### config.mk
export PLATFORM = sky130hd
export DESIGN_NAME = dpms_sync_power_control
export DESIGN_NICKNAME = d
export VERILOG_FILES = /design/src/design/dpms_pkg.sv /design/src/design/dpms_sync_power_control.sv
export VERILOG_INCLUDE_DIRS = /design/src /design/src/design
export SDC_FILE = /design/constraint.sdc
export NUM_CORES = 1
export LEC_CHECK = 0
export ABC_AREA = 1
export BUFFER_PORTS_ARGS = -buffer_cell sky130_fd_sc_hd__buf_2
export CORE_MARGIN = 4
export CORE_UTILIZATION = 55
export DETAILED_ROUTE_END_ITERATION = 12
export GPL_TIMING_DRIVEN = 0
export HOLD_SLACK_MARGIN = 0.08
export PLACE_DENSITY = 0.84
export SYNTH_ARGS = -nofsm -noshare
export SYNTH_HDL_FRONTEND = slang
export SYNTH_SLANG_ARGS = --single-unit
### constraint.sdc
create_clock -name aclk -period 2.6 [get_ports aclk]
set_input_delay 0.26 -clock aclk [delete_from_list [all_inputs] [get_ports aclk]]
set_output_delay 0.26 -clock aclk [all_outputs]
set_load 0.05 [all_outputs]
### src/design/dpms_defines.svh
// Register offsets, field positions, reset values and timing counts
`ifndef DPMS_DEFINES_SVH
`define DPMS_DEFINES_SVH
// Byte offsets of the register words
`define OFS_POWER_LEVEL 8'h00
`define OFS_MISC_OUTPUT 8'h04
`define OFS_SUSP_CONFIG 8'h08
`define OFS_POWER_STAT 8'h0C
// Power level field in the monitor power level register
`define LVL_LO 1
`define LVL_HI 2
// Sync polarity bits in the misc output register
`define MISC_HPOL 6
`define MISC_VPOL 7
// Suspend configuration fields
`define CFG_HW_EN 2
`define CFG_SUSP_POL 3
`define CFG_SLOW_SRC 4
// Power status fields
`define STAT_SW_SUSP 2
`define STAT_HW_SUSP 4
`define STAT_TIMER 5
`define STAT_LVL_LO 6
`define STAT_LVL_HI 7
// Reset value of every register byte
`define REG_RESET 8'h00
// AXI responses
`define RESP_OKAY 2'h0
`define RESP_SLVERR 2'h2
// Reference divide ratio for the derived slow clock
`define REF_DIVIDE 432
// Slow ticks per half period of the standby vertical train
`define VS_HALF_TICKS 256
`endif

### src/design/dpms_pkg.sv
// Types shared by the display power management block
package dpms_pkg;
  // Monitor power levels, in field order
  typedef enum logic [1:0] {LVL_ON, LVL_STANDBY, LVL_SUSPEND, LVL_OFF} level_type;
  // Outputs toward the monitor and the DAC
  typedef struct packed {
    logic hsync;
    logic vsync;
    logic dac_off;
  } sync_out_type;
endpackage

### src/design/dpms_sync_power_control.sv
// Monitor power level signalling with an AXI4-Lite register slave
//
// Notes on behaviour
// RULE1 - Field decodes four levels; zero is full on
// RULE2 - Standby: vsync 62.5 Hz, hsync idle, DAC off
// RULE3 - Suspend: vsync idle, hsync 32 kHz, DAC off
// RULE4 - Low bit set holds hsync at idle polarity
// RULE5 - High bit set holds vsync at idle polarity
// RULE6 - Any bit set powers the DAC down
// RULE7 - Timer standby forces standby, ignores field
// RULE8 - Hardware standby signals standby level
// RULE9 - Hardware suspend signals suspend level
// RULE10 - Level independent of flat panel power modes
// RULE11 - Slow clock sources the reduced-power sync pulses
// RULE12 - Hardware suspend refuses accesses; software suspend not
// RULE13 - External slow clock means reference turned off
// RULE14 - Host holds buses steady during suspend
// RULE15 - Select bit picks divided reference or pin
// RULE16 - Power level field resets to zero
`timescale 1ns/1ps
`include "dpms_defines.svh"
`default_nettype none
module dpms_sync_power_control
  import dpms_pkg::*;
#(
  parameter int ADDR_WIDTH = 8,
  parameter int REF_DIV = `REF_DIVIDE
)(
  // Clock and reset
  input wire logic aclk,
  input wire logic aresetn,
  // AXI4-Lite write channels
  input wire logic [ADDR_WIDTH-1:0] s_axi_awaddr,
  input wire logic s_axi_awvalid,
  output logic s_axi_awready,
  input wire logic [31:0] s_axi_wdata,
  input wire logic [3:0] s_axi_wstrb,
  input wire logic s_axi_wvalid,
  output logic s_axi_wready,
  output logic [1:0] s_axi_bresp,
  output logic s_axi_bvalid,
  input wire logic s_axi_bready,
  // AXI4-Lite read channels
  input wire logic [ADDR_WIDTH-1:0] s_axi_araddr,
  input wire logic s_axi_arvalid,
  output logic s_axi_arready,
  output logic [31:0] s_axi_rdata,
  output logic [1:0] s_axi_rresp,
  output logic s_axi_rvalid,
  input wire logic s_axi_rready,
  // Active syncs from the CRT timing generator, same clock
  input wire logic hsync_in,
  input wire logic vsync_in,
  // Hardware power states: timer standby same clock, suspend from a pin
  input wire logic timer_standby,
  input wire logic suspend_pin,
  // Clock pins, sampled asynchronously
  input wire logic slow_clock_input,
  input wire logic ref_clock_input,
  // Monitor and DAC outputs
  output sync_out_type sync_out
);

  initial
  begin
    if (ADDR_WIDTH < 8 || REF_DIV < 2 || (REF_DIV % 2) != 0)
      $error("dpms_sync_power_control: unsupported parameter");
  end

  localparam int HALF_DIV = REF_DIV / 2;
  localparam logic [15:0] HALF_DIV_M1 = 16'(HALF_DIV - 1);
  localparam logic [7:0] VS_HALF_M1 = 8'(`VS_HALF_TICKS - 1);

  ////////////////////////////////////////////////////////////////////
  // Register storage
  logic [7:0] level_reg; // Monitor power level register
  logic [7:0] misc_reg; // Sync polarity bits
  logic [7:0] cfg_reg; // Suspend configuration register
  logic sw_susp_reg; // Software suspend request, status only
  sync_out_type sync_reg; // Registered monitor outputs

  ////////////////////////////////////////////////////////////////////
  // Pin synchronisers
  logic susp_meta, susp_sync; // Suspend pin
  logic slow_meta, slow_sync; // External slow clock
  logic ref_meta, ref_sync, ref_prev; // Reference clock

  // Two flip-flops per pin before any logic looks at it
  always_ff @(posedge aclk)
  begin
    if (!aresetn)
    begin
      {susp_meta, susp_sync} <= 2'h0;
      {slow_meta, slow_sync} <= 2'h0;
      {ref_meta, ref_sync, ref_prev} <= 3'h0;
    end
    else
    begin
      {susp_meta, susp_sync} <= {suspend_pin, susp_meta};
      {slow_meta, slow_sync} <= {slow_clock_input, slow_meta};
      {ref_meta, ref_sync, ref_prev} <= {ref_clock_input, ref_meta, ref_sync};
    end
  end

  ////////////////////////////////////////////////////////////////////
  // Slow clock: divided reference or external pin
  logic [15:0] div_cnt_reg; // Reference edges in this half period
  logic div_level_reg; // Derived slow clock level
  logic slow_prev_reg; // Last selected slow level
  wire ref_rise = ref_sync & ~ref_prev;
  // The reference is sampled well above twice its rate, edges are caught
  wire div_wrap = ref_rise && (div_cnt_reg == HALF_DIV_M1);
  wire slow_level = cfg_reg[`CFG_SLOW_SRC] ? div_level_reg : slow_sync; // RULE15
  wire slow_tick = slow_level & ~slow_prev_reg;

  // Divider toggles every half ratio of reference edges
  always_ff @(posedge aclk)
  begin
    if (!aresetn)
    begin
      div_cnt_reg <= 16'h0000;
      div_level_reg <= 1'b0;
      slow_prev_reg <= 1'b0;
    end
    else
    begin
      slow_prev_reg <= slow_level;
      if (div_wrap) // RULE15
      begin
        div_cnt_reg <= 16'h0000;
        div_level_reg <= ~div_level_reg;
      end
      else if (ref_rise)
        div_cnt_reg <= div_cnt_reg + 16'h0001;
    end
  end

  ////////////////////////////////////////////////////////////////////
  // Standby vertical train: slow clock divided by 512
  logic [7:0] vs_cnt_reg; // Slow ticks in this half period
  logic vs_train_reg; // 62.5 Hz square wave

  // Runs always, so entering standby needs no start-up
  always_ff @(posedge aclk)
  begin
    if (!aresetn)
    begin
      vs_cnt_reg <= 8'h00;
      vs_train_reg <= 1'b0;
    end
    else if (slow_tick) // RULE11
    begin
      vs_cnt_reg <= vs_cnt_reg + 8'h01;
      if (vs_cnt_reg == VS_HALF_M1)
        vs_train_reg <= ~vs_train_reg; // RULE2
    end
  end

  ////////////////////////////////////////////////////////////////////
  // Effective level and sync selection
  // Polarity select set means an active-low pulse, so idle is high
  wire hpol = misc_reg[`MISC_HPOL];
  wire vpol = misc_reg[`MISC_VPOL];
  wire hw_suspend = cfg_reg[`CFG_HW_EN] &
                    (susp_sync ^ cfg_reg[`CFG_SUSP_POL]);
  wire [1:0] field = {level_reg[`LVL_HI], level_reg[`LVL_LO]}; // RULE1
  // Suspend outranks timer standby; flat panel modes never enter here
  wire level_type eff_level = hw_suspend ? LVL_SUSPEND : // RULE9 RULE12
                              timer_standby ? LVL_STANDBY : // RULE7 RULE8
                              level_type'(field); // RULE10
  wire [1:0] eff_bits = eff_level;
  wire h_next = eff_bits[0] ? hpol : // RULE4
                eff_bits[1] ? (slow_level ^ hpol) : // RULE3 RULE11
                (hsync_in ^ hpol); // RULE1
  wire v_next = eff_bits[1] ? vpol : // RULE5
                eff_bits[0] ? (vs_train_reg ^ vpol) : // RULE2 RULE7
                (vsync_in ^ vpol); // RULE1
  wire dac_next = |eff_bits; // RULE6

  // Outputs come straight from flip-flops
  always_ff @(posedge aclk)
  begin
    if (!aresetn)
      sync_reg <= '0;
    else
      sync_reg <= '{hsync: h_next, vsync: v_next, dac_off: dac_next};
  end
  assign sync_out = sync_reg;

  ////////////////////////////////////////////////////////////////////
  // AXI4-Lite write path
  logic aw_held_reg, w_held_reg; // Address or data taken, not yet used
  logic [7:0] waddr_reg; // Held write address, low byte
  logic [7:0] wbyte_reg; // Held write data, low byte
  logic wstrb0_reg; // Held strobe for the low byte
  logic awready_reg, wready_reg, bvalid_reg;
  logic [1:0] bresp_reg;
  wire aw_take = s_axi_awvalid & awready_reg;
  wire w_take = s_axi_wvalid & wready_reg;
  wire do_write = aw_held_reg & w_held_reg & ~bvalid_reg;
  wire w_hit = (waddr_reg == `OFS_POWER_LEVEL) |
               (waddr_reg == `OFS_MISC_OUTPUT) |
               (waddr_reg == `OFS_SUSP_CONFIG) |
               (waddr_reg == `OFS_POWER_STAT);
  wire w_ok = w_hit & ~hw_suspend; // RULE12
  wire w_en = do_write & w_ok & wstrb0_reg;

  // Channel handshakes; address and data taken in either order
  always_ff @(posedge aclk)
  begin
    if (!aresetn)
    begin
      {aw_held_reg, w_held_reg, bvalid_reg} <= 3'h0;
      {awready_reg, wready_reg} <= 2'h0;
      waddr_reg <= 8'h00;
      wbyte_reg <= 8'h00;
      wstrb0_reg <= 1'b0;
      bresp_reg <= `RESP_OKAY;
    end
    else
    begin
      awready_reg <= ~aw_take & ~aw_held_reg & ~bvalid_reg;
      wready_reg <= ~w_take & ~w_held_reg & ~bvalid_reg;
      if (aw_take)
      begin
        aw_held_reg <= 1'b1;
        waddr_reg <= s_axi_awaddr[7:0];
      end
      if (w_take)
      begin
        w_held_reg <= 1'b1;
        wbyte_reg <= s_axi_wdata[7:0];
        wstrb0_reg <= s_axi_wstrb[0];
      end
      if (do_write)
      begin
        {aw_held_reg, w_held_reg, bvalid_reg} <= 3'h1;
        bresp_reg <= w_ok ? `RESP_OKAY : `RESP_SLVERR; // RULE12
      end
      else if (bvalid_reg & s_axi_bready)
        bvalid_reg <= 1'b0;
    end
  end

  // Register writes; only the low byte carries bits
  always_ff @(posedge aclk)
  begin
    if (!aresetn)
    begin
      level_reg <= `REG_RESET; // RULE16
      misc_reg <= `REG_RESET;
      cfg_reg <= `REG_RESET;
      sw_susp_reg <= 1'b0;
    end
    else if (w_en)
    begin
      case (waddr_reg)
        `OFS_POWER_LEVEL: level_reg <= wbyte_reg & 8'h06;
        `OFS_MISC_OUTPUT: misc_reg <= wbyte_reg & 8'hC0;
        `OFS_SUSP_CONFIG: cfg_reg <= wbyte_reg & 8'h1C;
        `OFS_POWER_STAT: sw_susp_reg <= wbyte_reg[`STAT_SW_SUSP];
        default: sw_susp_reg <= sw_susp_reg;
      endcase
    end
  end

  assign s_axi_awready = awready_reg;
  assign s_axi_wready = wready_reg;
  assign s_axi_bvalid = bvalid_reg;
  assign s_axi_bresp = bresp_reg;

  ////////////////////////////////////////////////////////////////////
  // AXI4-Lite read path
  logic arready_reg, rvalid_reg;
  logic [31:0] rdata_reg;
  logic [1:0] rresp_reg;
  wire ar_take = s_axi_arvalid & arready_reg;
  wire [7:0] raddr = s_axi_araddr[7:0];
  wire [7:0] stat_byte = {eff_bits, timer_standby, hw_suspend, 1'b0,
                          sw_susp_reg, 2'h0};
  wire r_hit = (raddr == `OFS_POWER_LEVEL) | (raddr == `OFS_MISC_OUTPUT) |
               (raddr == `OFS_SUSP_CONFIG) | (raddr == `OFS_POWER_STAT);
  wire r_ok = r_hit & ~hw_suspend; // RULE12
  wire [7:0] rbyte = (raddr == `OFS_POWER_LEVEL) ? level_reg :
                     (raddr == `OFS_MISC_OUTPUT) ? misc_reg :
                     (raddr == `OFS_SUSP_CONFIG) ? cfg_reg : stat_byte;

  // One read at a time; refused reads return zero data
  always_ff @(posedge aclk)
  begin
    if (!aresetn)
    begin
      {arready_reg, rvalid_reg} <= 2'h0;
      rdata_reg <= 32'h00000000;
      rresp_reg <= `RESP_OKAY;
    end
    else
    begin
      arready_reg <= ~ar_take & ~rvalid_reg;
      if (ar_take)
      begin
        rvalid_reg <= 1'b1;
        rdata_reg <= r_ok ? {24'h000000, rbyte} : 32'h00000000;
        rresp_reg <= r_ok ? `RESP_OKAY : `RESP_SLVERR; // RULE12
      end
      else if (rvalid_reg & s_axi_rready)
        rvalid_reg <= 1'b0;
    end
  end

  assign s_axi_arready = arready_reg;
  assign s_axi_rvalid = rvalid_reg;
  assign s_axi_rdata = rdata_reg;
  assign s_axi_rresp = rresp_reg;
endmodule // dpms_sync_power_control
`default_nettype wire

==> results of run 1 <==
## worst max-delay path by stage
stage / start / to / slack [ps]
after floorplan: s_axi_arready / s_axi_rdata[5] / 1080
after global placement: div_cnt_reg[0] / div_cnt_reg[4] / 1170
after detailed placement: div_cnt_reg[0] / div_cnt_reg[3] / 1130
after CTS: div_cnt_reg[0] / div_cnt_reg[3] / 1120
after global routing: div_cnt_reg[0] / div_cnt_reg[14] / 990
final: div_cnt_reg[0] / div_cnt_reg[3] / 1130
## per-layer routing
metal  vias to the layer above  share of wire, %  global-route usage, %  routed length (µm)
met5                         -                 0                      0                   0
met4                         0               1.7                   8.39                 138
met3                        18               6.4                   3.96                 504
met2                       104                49                   36.6                3900
met1                      1470                42                   23.5                3350
li1                       1703                 -                      -                   -
## tightest hold or removal path, stage by stage
cell	delay, ps
buf_2	80
nand2_1	40
inv_1	40
## placed cells by master, fill, tap and decap left out, types with 4 or more instances in the layout
cell type and n:
clkbuf_1 5, nor2_4 5, nor3_1 8, inv_1 67
xor2_1 6, dfxtp_1 76, conb_1 27, nand2_1 96
a21oi_1 29, nand3_1 20, nor2_1 81, nor2_2 6
nand2_2 4, o21ai_0 31, buf_2 53, nand4_1 9
buf_4 27, clkbuf_8 11
## area by class of cell
| cell class | count | area share [%] |
|---|---|---|
| well taps | 77 | 2.26 |
| multi-input cells | 349 | 40.0 |
| repair buffers | 51 | 5.99 |
| flip-flops and latches | 76 | 35.7 |
| inverters | 70 | 6.17 |
| clock inverters | 4 | 0.588 |
| clock buffers | 11 | 3.55 |
| plain buffers | 35 | 5.70 |
## power groups by stage
stage | combinational (mW) | clock (mW) | sequential (mW)
2_1_floorplan | 0.234 | 0 | 1.28
3_3_place_gp | 0.327 | 0 | 1.25
3_5_place_dp | 0.333 | 0 | 1.25
4_1_cts | 0.335 | 0.819 | 1.22
5_1_grt | 0.369 | 0.858 | 1.23
6_report | 0.337 | 0.808 | 1.22
## per-stage QoR
stage / utilization, % / power, mW / std cells / setup WS [ps]
finish: 66.7 / 2.37 / 673 / 1130
detailed placement: 63.9 / 1.58 / 658 / 1130
CTS: 66.7 / 2.38 / 673 / 1120
floorplan: - / 1.51 / 530 / 1080
global route: 66.7 / 2.45 / 673 / 989
global placement: 63.9 / 1.57 / 658 / 1170
## cell usage after synthesis, types with 2 or more instances
master and n:
a21oi_1 29, buf_2 2, buf_4 27, clkbuf_1 5
dfxtp_1 76, ha_1 2, inv_1 67, inv_2 2
nand2_1 96, nand2_2 4, nand2_4 2, nand3_1 20
nand3_2 2, nand3b_4 2, nand4_1 9, nor2_1 81
nor2_2 6, nor2_4 5, nor3_1 8, nor3_2 2
nor3b_1 2, nor4_1 2, o21ai_0 31, or2_2 2
xor2_1 6
## kinds of logic (layout without fill, tap and decap cells)
group / after synthesis / after routing
DFF: 76 / 76
and+or+nand+nor: 249 / 249
buffers and inverters: 105 / 171
xor gates and xnor gates: 7 / 7
adders and majority gates: 2 / 2
AOI/OAI and AO/OA: 64 / 64
other: 1 / 27
==> impl_metrics.toml, run 1 <==
[floorplanning]
core_region_area_mm2 = 0.00639
ios = 109
dieArea_mm2 = 0.00797
die_h_um = 89.3
rows = 29
dieWidth_um = 89.3
initial_core_util_pct = 56.9

[worst_hold_path]
hold_depth = 3
min_path_type = "in2reg"
hp-start = "ref_clock_input"
min_to = "ref_meta"

[timing]
setup_viol_count_final = 0
hold_violations = 0
finalMaxSlewViolations = 0
finClkSkew_ps = 7.40
period_share_pct = 56.6
fin_crit_ps = 1470
whs_ps = 111
max_freq_mhz = 680
worstMarginPinSlew_ps = 525
slew_headroom_pct = 65.0
grt_setup_unrepaired = "false"
finalSetupTns_ps = 0

[placement]
hpwl_mm = 6.03
finalWeightedCongestion = 0.845
placed_cell_area_mm2 = 0.00408
numPortBuffers = 51

[cells_and_area]
fill_cells = 555
area.sequential_mm2 = 0.00152
largest_register_ffs = 16
multiInputGateArea_mm2 = 0.00170
area_growth_pct = 17.2
fin_area_mm2 = 0.00426
drive_gt1_share_pct = 21.3
final_nets = 659
diodes = 0

[setup_path]
crit_family = "simple AND/OR/NAND/NOR gates"
path_buf_inv = 1
r2r-start = "div_cnt_reg[0]"
r2r_end = "div_cnt_reg[3]"
slowest_delay_ps = 430
worstRegToRegCells = 7
crit_chain = "ha_1 > nand4_1 > nor2_1 > nand2_2 > nand2_4 > buf_6 > a21oi_1"
crit_type = "reg2reg"
reg2reg_setup_slack_ps = 1130
end_kind = "flip-flop"
critical_path_required_ps = 2830
crit_cells = 7
crit_arrival_ps = 1700
worstPathMaxFanout = 10
startpoint_type = "flip-flop"
critPathSlowestCell = "dfxtp_1"

[detailed_routing]
firstDrtPassIters = 5
wl_per_cell_um = 11.7
drt_iter0_drc = 233
wirelength_mm = 7.90
viasPerCell = 4.90
drc = 0
dr_total_vias = 3295
antenna_left = 0

[yosys]
yosysWarnings = 0
yosysTopAreaCellShare_pct = 41.9
synth-edff-count = 0
synthArstFlopShare_pct = 0
seq_area_frac_synth_pct = 41.9
syn-cell-area_mm2 = 0.00363
synth_mux_area_share_pct = 0
ys_types = 39
synth_top_area_cell = "dfxtp_1"
synth_top_family_by_area = "simple AND/OR/NAND/NOR gates"
syn_area_per_cell_um2 = 7.21
synthXorXnorAreaFrac_pct = 1.69
synthCells = 504
synth_top_flop_cell = "dfxtp_1"
synth-seq-cells = 76
synthAdderAreaFrac_pct = 0.689
synth_compound_area_share_pct = 9.06
yosys-top-cells-area = "dfxtp_1, nand2_1, nor2_1"
yosys.area_share.simple_pct = 32.7

[clocking]
tritoncts = "yes"
htreeDepth = 3
cts_resized = 0
clockBufferDepth = 2
cts_hold_buf = 0
insertion_delay_ps = 340
path_clk_slew_ps = 70
cts.sinks = 76
cts_setup_buffers = 0
numCtsBuffers = 9
clockRootBuffer = "clkbuf_8"

[global_route]
grt_first_pass_wirelength_mm = 12.7
grt_overflow = 0
grt_max_degree = 13
antenna_found_initial = 0
grt_usage_pct = 20.4
grt_pass1_vias = 3006

[flow_run]
drv_cap = 0

[pwr]
power.internal_mw = 1.69
seqPwrFrac_pct = 51.7
clockPowerShare_pct = 34.1
p_per_area_mw_per_mm2 = 556
power.share.switching_pct = 28.7
switching_power_mw = 0.680
p_comb_share_pct = 14.2
power_leakage_nw = 2.07
ir_drop_mv = 0.362

[outcome]
outcome = "completed"
No activity file was read; power rests on OpenSTA's default activity.
==> inputs of run 2 (changes only) <==
--- a/config.mk
+++ b/config.mk
@@ -9,11 +9,11 @@
 export ABC_AREA = 1
 export BUFFER_PORTS_ARGS = -buffer_cell sky130_fd_sc_hd__buf_2
 export CORE_MARGIN = 4
-export CORE_UTILIZATION = 55
+export CORE_UTILIZATION = 51
 export DETAILED_ROUTE_END_ITERATION = 12
 export GPL_TIMING_DRIVEN = 0
 export HOLD_SLACK_MARGIN = 0.08
-export PLACE_DENSITY = 0.84
+export PLACE_DENSITY = 0.79
 export SYNTH_ARGS = -nofsm -noshare
 export SYNTH_HDL_FRONTEND = slang
 export SYNTH_SLANG_ARGS = --single-unit
==> constraint.sdc (replaced) <==
create_clock -name aclk -period 1.5 [get_ports aclk]
set_input_delay 0.15 -clock aclk [delete_from_list [all_inputs] [get_ports aclk]]
set_output_delay 0.15 -clock aclk [all_outputs]
set_load 0.05 [all_outputs]
==> run 2 against run 1 <==
Effect of this change: sequential share of layout area decreased by 1.7 points; critical path depth is the same; global-route usage is 1.3 points lower; final cell count up 5.5%; die area is 7.1% higher; sequential power up 74%; cell area up 5.3%; highest routed layer unchanged.
==> impl_metrics.toml, run 2 (synthesis gave the netlist of run 1 again) <==
[floorplanning]
rows = 30
core_region_area_mm2 = 0.00687
die_h_um = 92.4
ios = 109
initial_core_util_pct = 52.9
dieArea_mm2 = 0.00854
dieWidth_um = 92.4

[cells_and_area]
final_cell_mix = "nand2_1, nor2_1, dfxtp_1"
diodes = 0
final_common_cell = "nand2_1"
final_nets = 676
final_cells = 710
largest_register_ffs = 16
area_growth_pct = 23.5
drive_gt1_share_pct = 21.8

[detailed_routing]
dr_total_vias = 3277
firstDrtPassIters = 5
drt_iter0_drc = 150
viasPerCell = 4.62
wl_per_cell_um = 11.4
drc = 0
wirelength_mm = 8.11
antenna_left = 0

[setup_path]
crit_chain = "nor2_1 > nand2_1 > nor2_2 > nand4_1 > nand2_1 > nand2_1 > nor2_1"
reg2reg_setup_slack_ps = 120
slowest_delay_ps = 360
critPathSlowestCell = "dfxtp_1"
r2r_end = "misc_reg[7]"
crit_arrival_ps = 1650
worstPathMaxFanout = 5
worstRegToRegCells = 7
crit_type = "reg2reg"
end_kind = "flip-flop"
critical_path_required_ps = 1770
critPathMostFrequentCell = "nand2_1"
startpoint_type = "flip-flop"
r2r-start = "s_axi_bvalid"

[placement]
dp_cells = 677
hpwl_mm = 5.90
finalWeightedCongestion = 0.855
numPortBuffers = 51

[clocking]
insertion_delay_ps = 350
cts.sinks = 76
htreeDepth = 3
tritoncts = "yes"
numCtsBuffers = 9
path_clk_slew_ps = 80
clockBufferDepth = 2
clockRootBuffer = "clkbuf_8"

[worst_hold_path]
min_path_type = "in2reg"
min_to = "wbyte_reg[4]"
hp-start = "s_axi_wdata[4]"
hold_depth = 3

[global_route]
grt_first_pass_wirelength_mm = 13.2
grt_max_degree = 15
grt_pass1_vias = 3039
antenna_found_initial = 0
grt_overflow = 0
grt_usage_pct = 19.1

[timing]
fin_crit_ps = 1380
finalSetupTns_ps = 0
hold_violations = 0
max_freq_mhz = 725
period_share_pct = 91.9
grt_setup_unrepaired = "false"
finClkSkew_ps = 7.72
finalMaxSlewViolations = 0
worstMarginPinSlew_ps = 574
slew_headroom_pct = 61.7
setup_viol_count_final = 0

[pwr]
p_per_area_mw_per_mm2 = 960
ir_drop_mv = 0.654
power_leakage_nw = 2.15
finalPower_mw = 4.31

[outcome]
outcome = "completed"

[flow_run]
drv_cap = 0
==> run 2: changes by cell type in the layout (fill, tap and decap cells not counted), sizes merged <==
cell | before | now
dlygate4sd3 | 0 | 14
buf | 81 | 84
clkbuf | 16 | 14
bufinv | 0 | 1
clkinv | 3 | 4
inv | 69 | 70
==> run 2: worst max-delay path by stage <==
| stage | startpoint | end |
|---|---|---|
| detailed placement | div_cnt_reg[0] | div_cnt_reg[5] |
| CTS | div_cnt_reg[0] | div_cnt_reg[14] |
| global route | waddr_reg[0] | cfg_reg[2] |
| finish | s_axi_bvalid | misc_reg[7] |
| global placement | div_cnt_reg[0] | div_cnt_reg[5] |
| floorplan | s_axi_bvalid | level_reg[1] |
==> run 2: metrics by stage <==
stage          area (µm²)  setup WS [ps]  hold WS, ps  utilization [%]
3_3_place_gp         4110           53.7          333             59.8
6_report             4490            121         94.6             65.3
5_1_grt              4490           2.93          106             65.3
2_1_floorplan        3730            154          248                -
3_5_place_dp         4110           46.2          343             59.8
4_1_cts              4450           62.5         80.9             64.8
==> run 2: area by class of cell <==
class,count,area (µm²)
sequential,76,1530
fill,625,2380
clock inverter,7,76.3
multi-input combinational,349,1720
clock buffer,9,124
tap,96,120
timing repair buffer,68,418
inverter,70,263
buffer,35,243
==> run 2: power breakdown <==
part           switching, mW  internal, mW  leakage, nW  total, mW
Sequential            0.0398          2.08        0.620       2.12
Clock                  0.790         0.776       0.0958       1.57
Combinational          0.421         0.199         1.44      0.620
Total                   1.25          3.06         2.15       4.31
==> run 2: critical path, delay by kind of cell (launching register included) <==
family,cells,cell delay [ps]
flip-flops,1,360
AND/OR/NAND/NOR,7,940
==> run 2: what timing repair did <==
action | 4_1_cts | 5_1_grt
endpoints found under the setup margin | 5 | 10
pin swaps | 0 | 1
hold endpoints to repair | 14 | 0
setup buffers | 0 | 3
hold buffers | 14 | 0
resized for setup | 1 | 3
==> run 2: per-layer routing <==
| layer | vias to the layer above | share of wire, % | routed length [µm] | global-route usage (%) |
|---|---|---|---|---|
| met4 | 0 | 1.5 | 121 | 6.68 |
| met3 | 11 | 5.0 | 404 | 4.47 |
| met2 | 87 | 50 | 4040 | 34.4 |
| li1 | 1742 | - | - | - |
| met5 | - | 0 | 0 | 0 |
| met1 | 1437 | 44 | 3550 | 22.1 |
==> inputs of run 3 (changes only) <==
--- a/config.mk
+++ b/config.mk
@@ -11,7 +11,7 @@
 export CORE_MARGIN = 4
 export CORE_UTILIZATION = 51
 export DETAILED_ROUTE_END_ITERATION = 12
-export GPL_TIMING_DRIVEN = 0
+export GPL_TIMING_DRIVEN = 1
 export HOLD_SLACK_MARGIN = 0.08
 export PLACE_DENSITY = 0.79
 export SYNTH_ARGS = -nofsm -noshare
==> run 3 against run 2 <==
Effect of this change: first-iteration DRC count rose by 46%; sequential share of layout area rose by 0.90 points; hold slack improved by 4.3 ps; non-clock buffer count fell by 27; maximum frequency rose by 0.14%; power rose by 6.8%; die area did not move; critical path type unchanged; largest power group unchanged.
==> impl_metrics.toml, run 3 (synthesis gave the netlist of run 1 again) <==
[flow_run]
drv_cap = 0

[setup_path]
crit_arrival_ps = 1610
worstSetupStartpoint = "div_cnt_reg[1]"
crit_end = "div_cnt_reg[14]"
critical_path_required_ps = 1730
reg2reg_setup_slack_ps = 120
crit_type = "reg2reg"
end_kind = "flip-flop"
r2r_end = "div_cnt_reg[14]"
r2r-start = "div_cnt_reg[1]"
worstRegToRegCells = 7
startpoint_type = "flip-flop"
worstPathMaxFanout = 4

[cells_and_area]
final_nets = 649
final_cells = 683
diodes = 0
final_cell_mix = "nand2_1, nor2_1, dfxtp_1"
area.sequential_mm2 = 0.00152
final_common_cell = "nand2_1"
fill_cells = 582
drive_gt1_share_pct = 18.9
largest_register_ffs = 16
multiInputGateArea_mm2 = 0.00173
area_growth_pct = 20.0

[placement]
dp_cells = 648
numPortBuffers = 52
place_ws_ps = 138
hpwl_mm = 5.41
finalWeightedCongestion = 0.847

[timing]
period_share_pct = 91.8
setup_viol_count_final = 0
final.setup.worst_slack_ps = 123
fin_crit_ps = 1380
finalMaxSlewViolations = 0
hold_violations = 0
finalSetupTns_ps = 0
finClkSkew_ps = 8.88
whs_ps = 99.0
grt_setup_unrepaired = "false"
max_freq_mhz = 726

[global_route]
grt_first_pass_wirelength_mm = 13.1
antenna_found_initial = 0
grt_usage_pct = 18.5
grt_pass1_vias = 3097
grt_max_degree = 22
grt_overflow = 0

[pwr]
power.share.switching_pct = 26.3
p_per_area_mw_per_mm2 = 1050
power.internal_mw = 3.39
p_comb_share_pct = 12.4
power_leakage_nw = 2.05
switching_power_mw = 1.21
ir_drop_mv = 0.800
seqPwrFrac_pct = 46.1
finalPower_mw = 4.60
clockPowerShare_pct = 41.5

[floorplanning]
dieWidth_um = 92.4
core_region_area_mm2 = 0.00687
rows = 30
die_h_um = 92.4
ios = 109
initial_core_util_pct = 52.9
dieArea_mm2 = 0.00854

[detailed_routing]
viasPerCell = 4.73
wl_per_cell_um = 11.1
firstDrtPassIters = 4
drc = 0
dr_total_vias = 3228
wirelength_mm = 7.59
drt_iter0_drc = 219
antenna_left = 0

[worst_hold_path]
min_path_type = "in2reg"

[clocking]
tritoncts = "yes"
clockRootBuffer = "clkbuf_8"
cts.sinks = 76
path_clk_slew_ps = 80
htreeDepth = 3
clockBufferDepth = 2
numCtsBuffers = 9
insertion_delay_ps = 340

[outcome]
outcome = "completed"
[run 3: timing repair]
item                       in CTS  in global routing
setup endpoints to repair       0                  7
hold buffers                   14                  0
hold endpoints to repair       14                  0
gates resized for setup         0                  5
buffers inserted                0                  5
[run 3: per-layer routing]
layer  up-vias  wire, µm  GRT usage [%]
li1       1678         -              -
met1      1453      3360           22.5
met2        87      3760           32.4
met3        10       363           4.31
met4         0       107           5.20
met5         -         0              0
[run 3: critical path, cell delays in order, from the launching register on]
cell and delay (ps):
dfxtp_1 360, ha_1 210, nand3_1 110, nand3b_4 200, nor2_4 130, nand2_2 60, xor2_1 160, nor2_2 40
[run 3: through the flow]
step	area (µm²)	utilization, %
after floorplan	3730	-
after global placement	3910	56.9
after detailed placement	3910	56.9
after CTS	4300	62.6
after global routing	4360	63.5
final	4360	63.5
[run 3: how the worst min path moves through the flow]
stage | startpoint | end | cells past startpoint | slack (ps)
floorplan | ref_clock_input | ref_meta | 2 | 250
global placement | ref_clock_input | ref_meta | 3 | 340
detailed placement | ref_clock_input | ref_meta | 3 | 350
CTS | timer_standby | s_axi_rdata[5] | 3 | 90
global route | timer_standby | s_axi_rdata[5] | 3 | 100
finish | timer_standby | s_axi_rdata[5] | 3 | 100
[run 3: area by class of cell]
class,count,share of cell area (%)
Inverter,70,6.03
Multi-Input combinational cell,349,39.7
Sequential cell,76,34.9
Clock buffer,10,3.16
Timing Repair Buffer,76,10.9
Clock inverter,6,2.55
Tap cell,96,2.75
[run 3: power groups by stage]
stage          combinational (mW)  clock [mW]  sequential (mW)
6_report                    0.571        1.91             2.12
5_1_grt                     0.627        2.01             2.13
4_1_cts                     0.552        1.94             2.12
3_5_place_dp                0.521           0             2.17
3_3_place_gp                0.510           0             2.16
2_1_floorplan               0.406           0             2.22
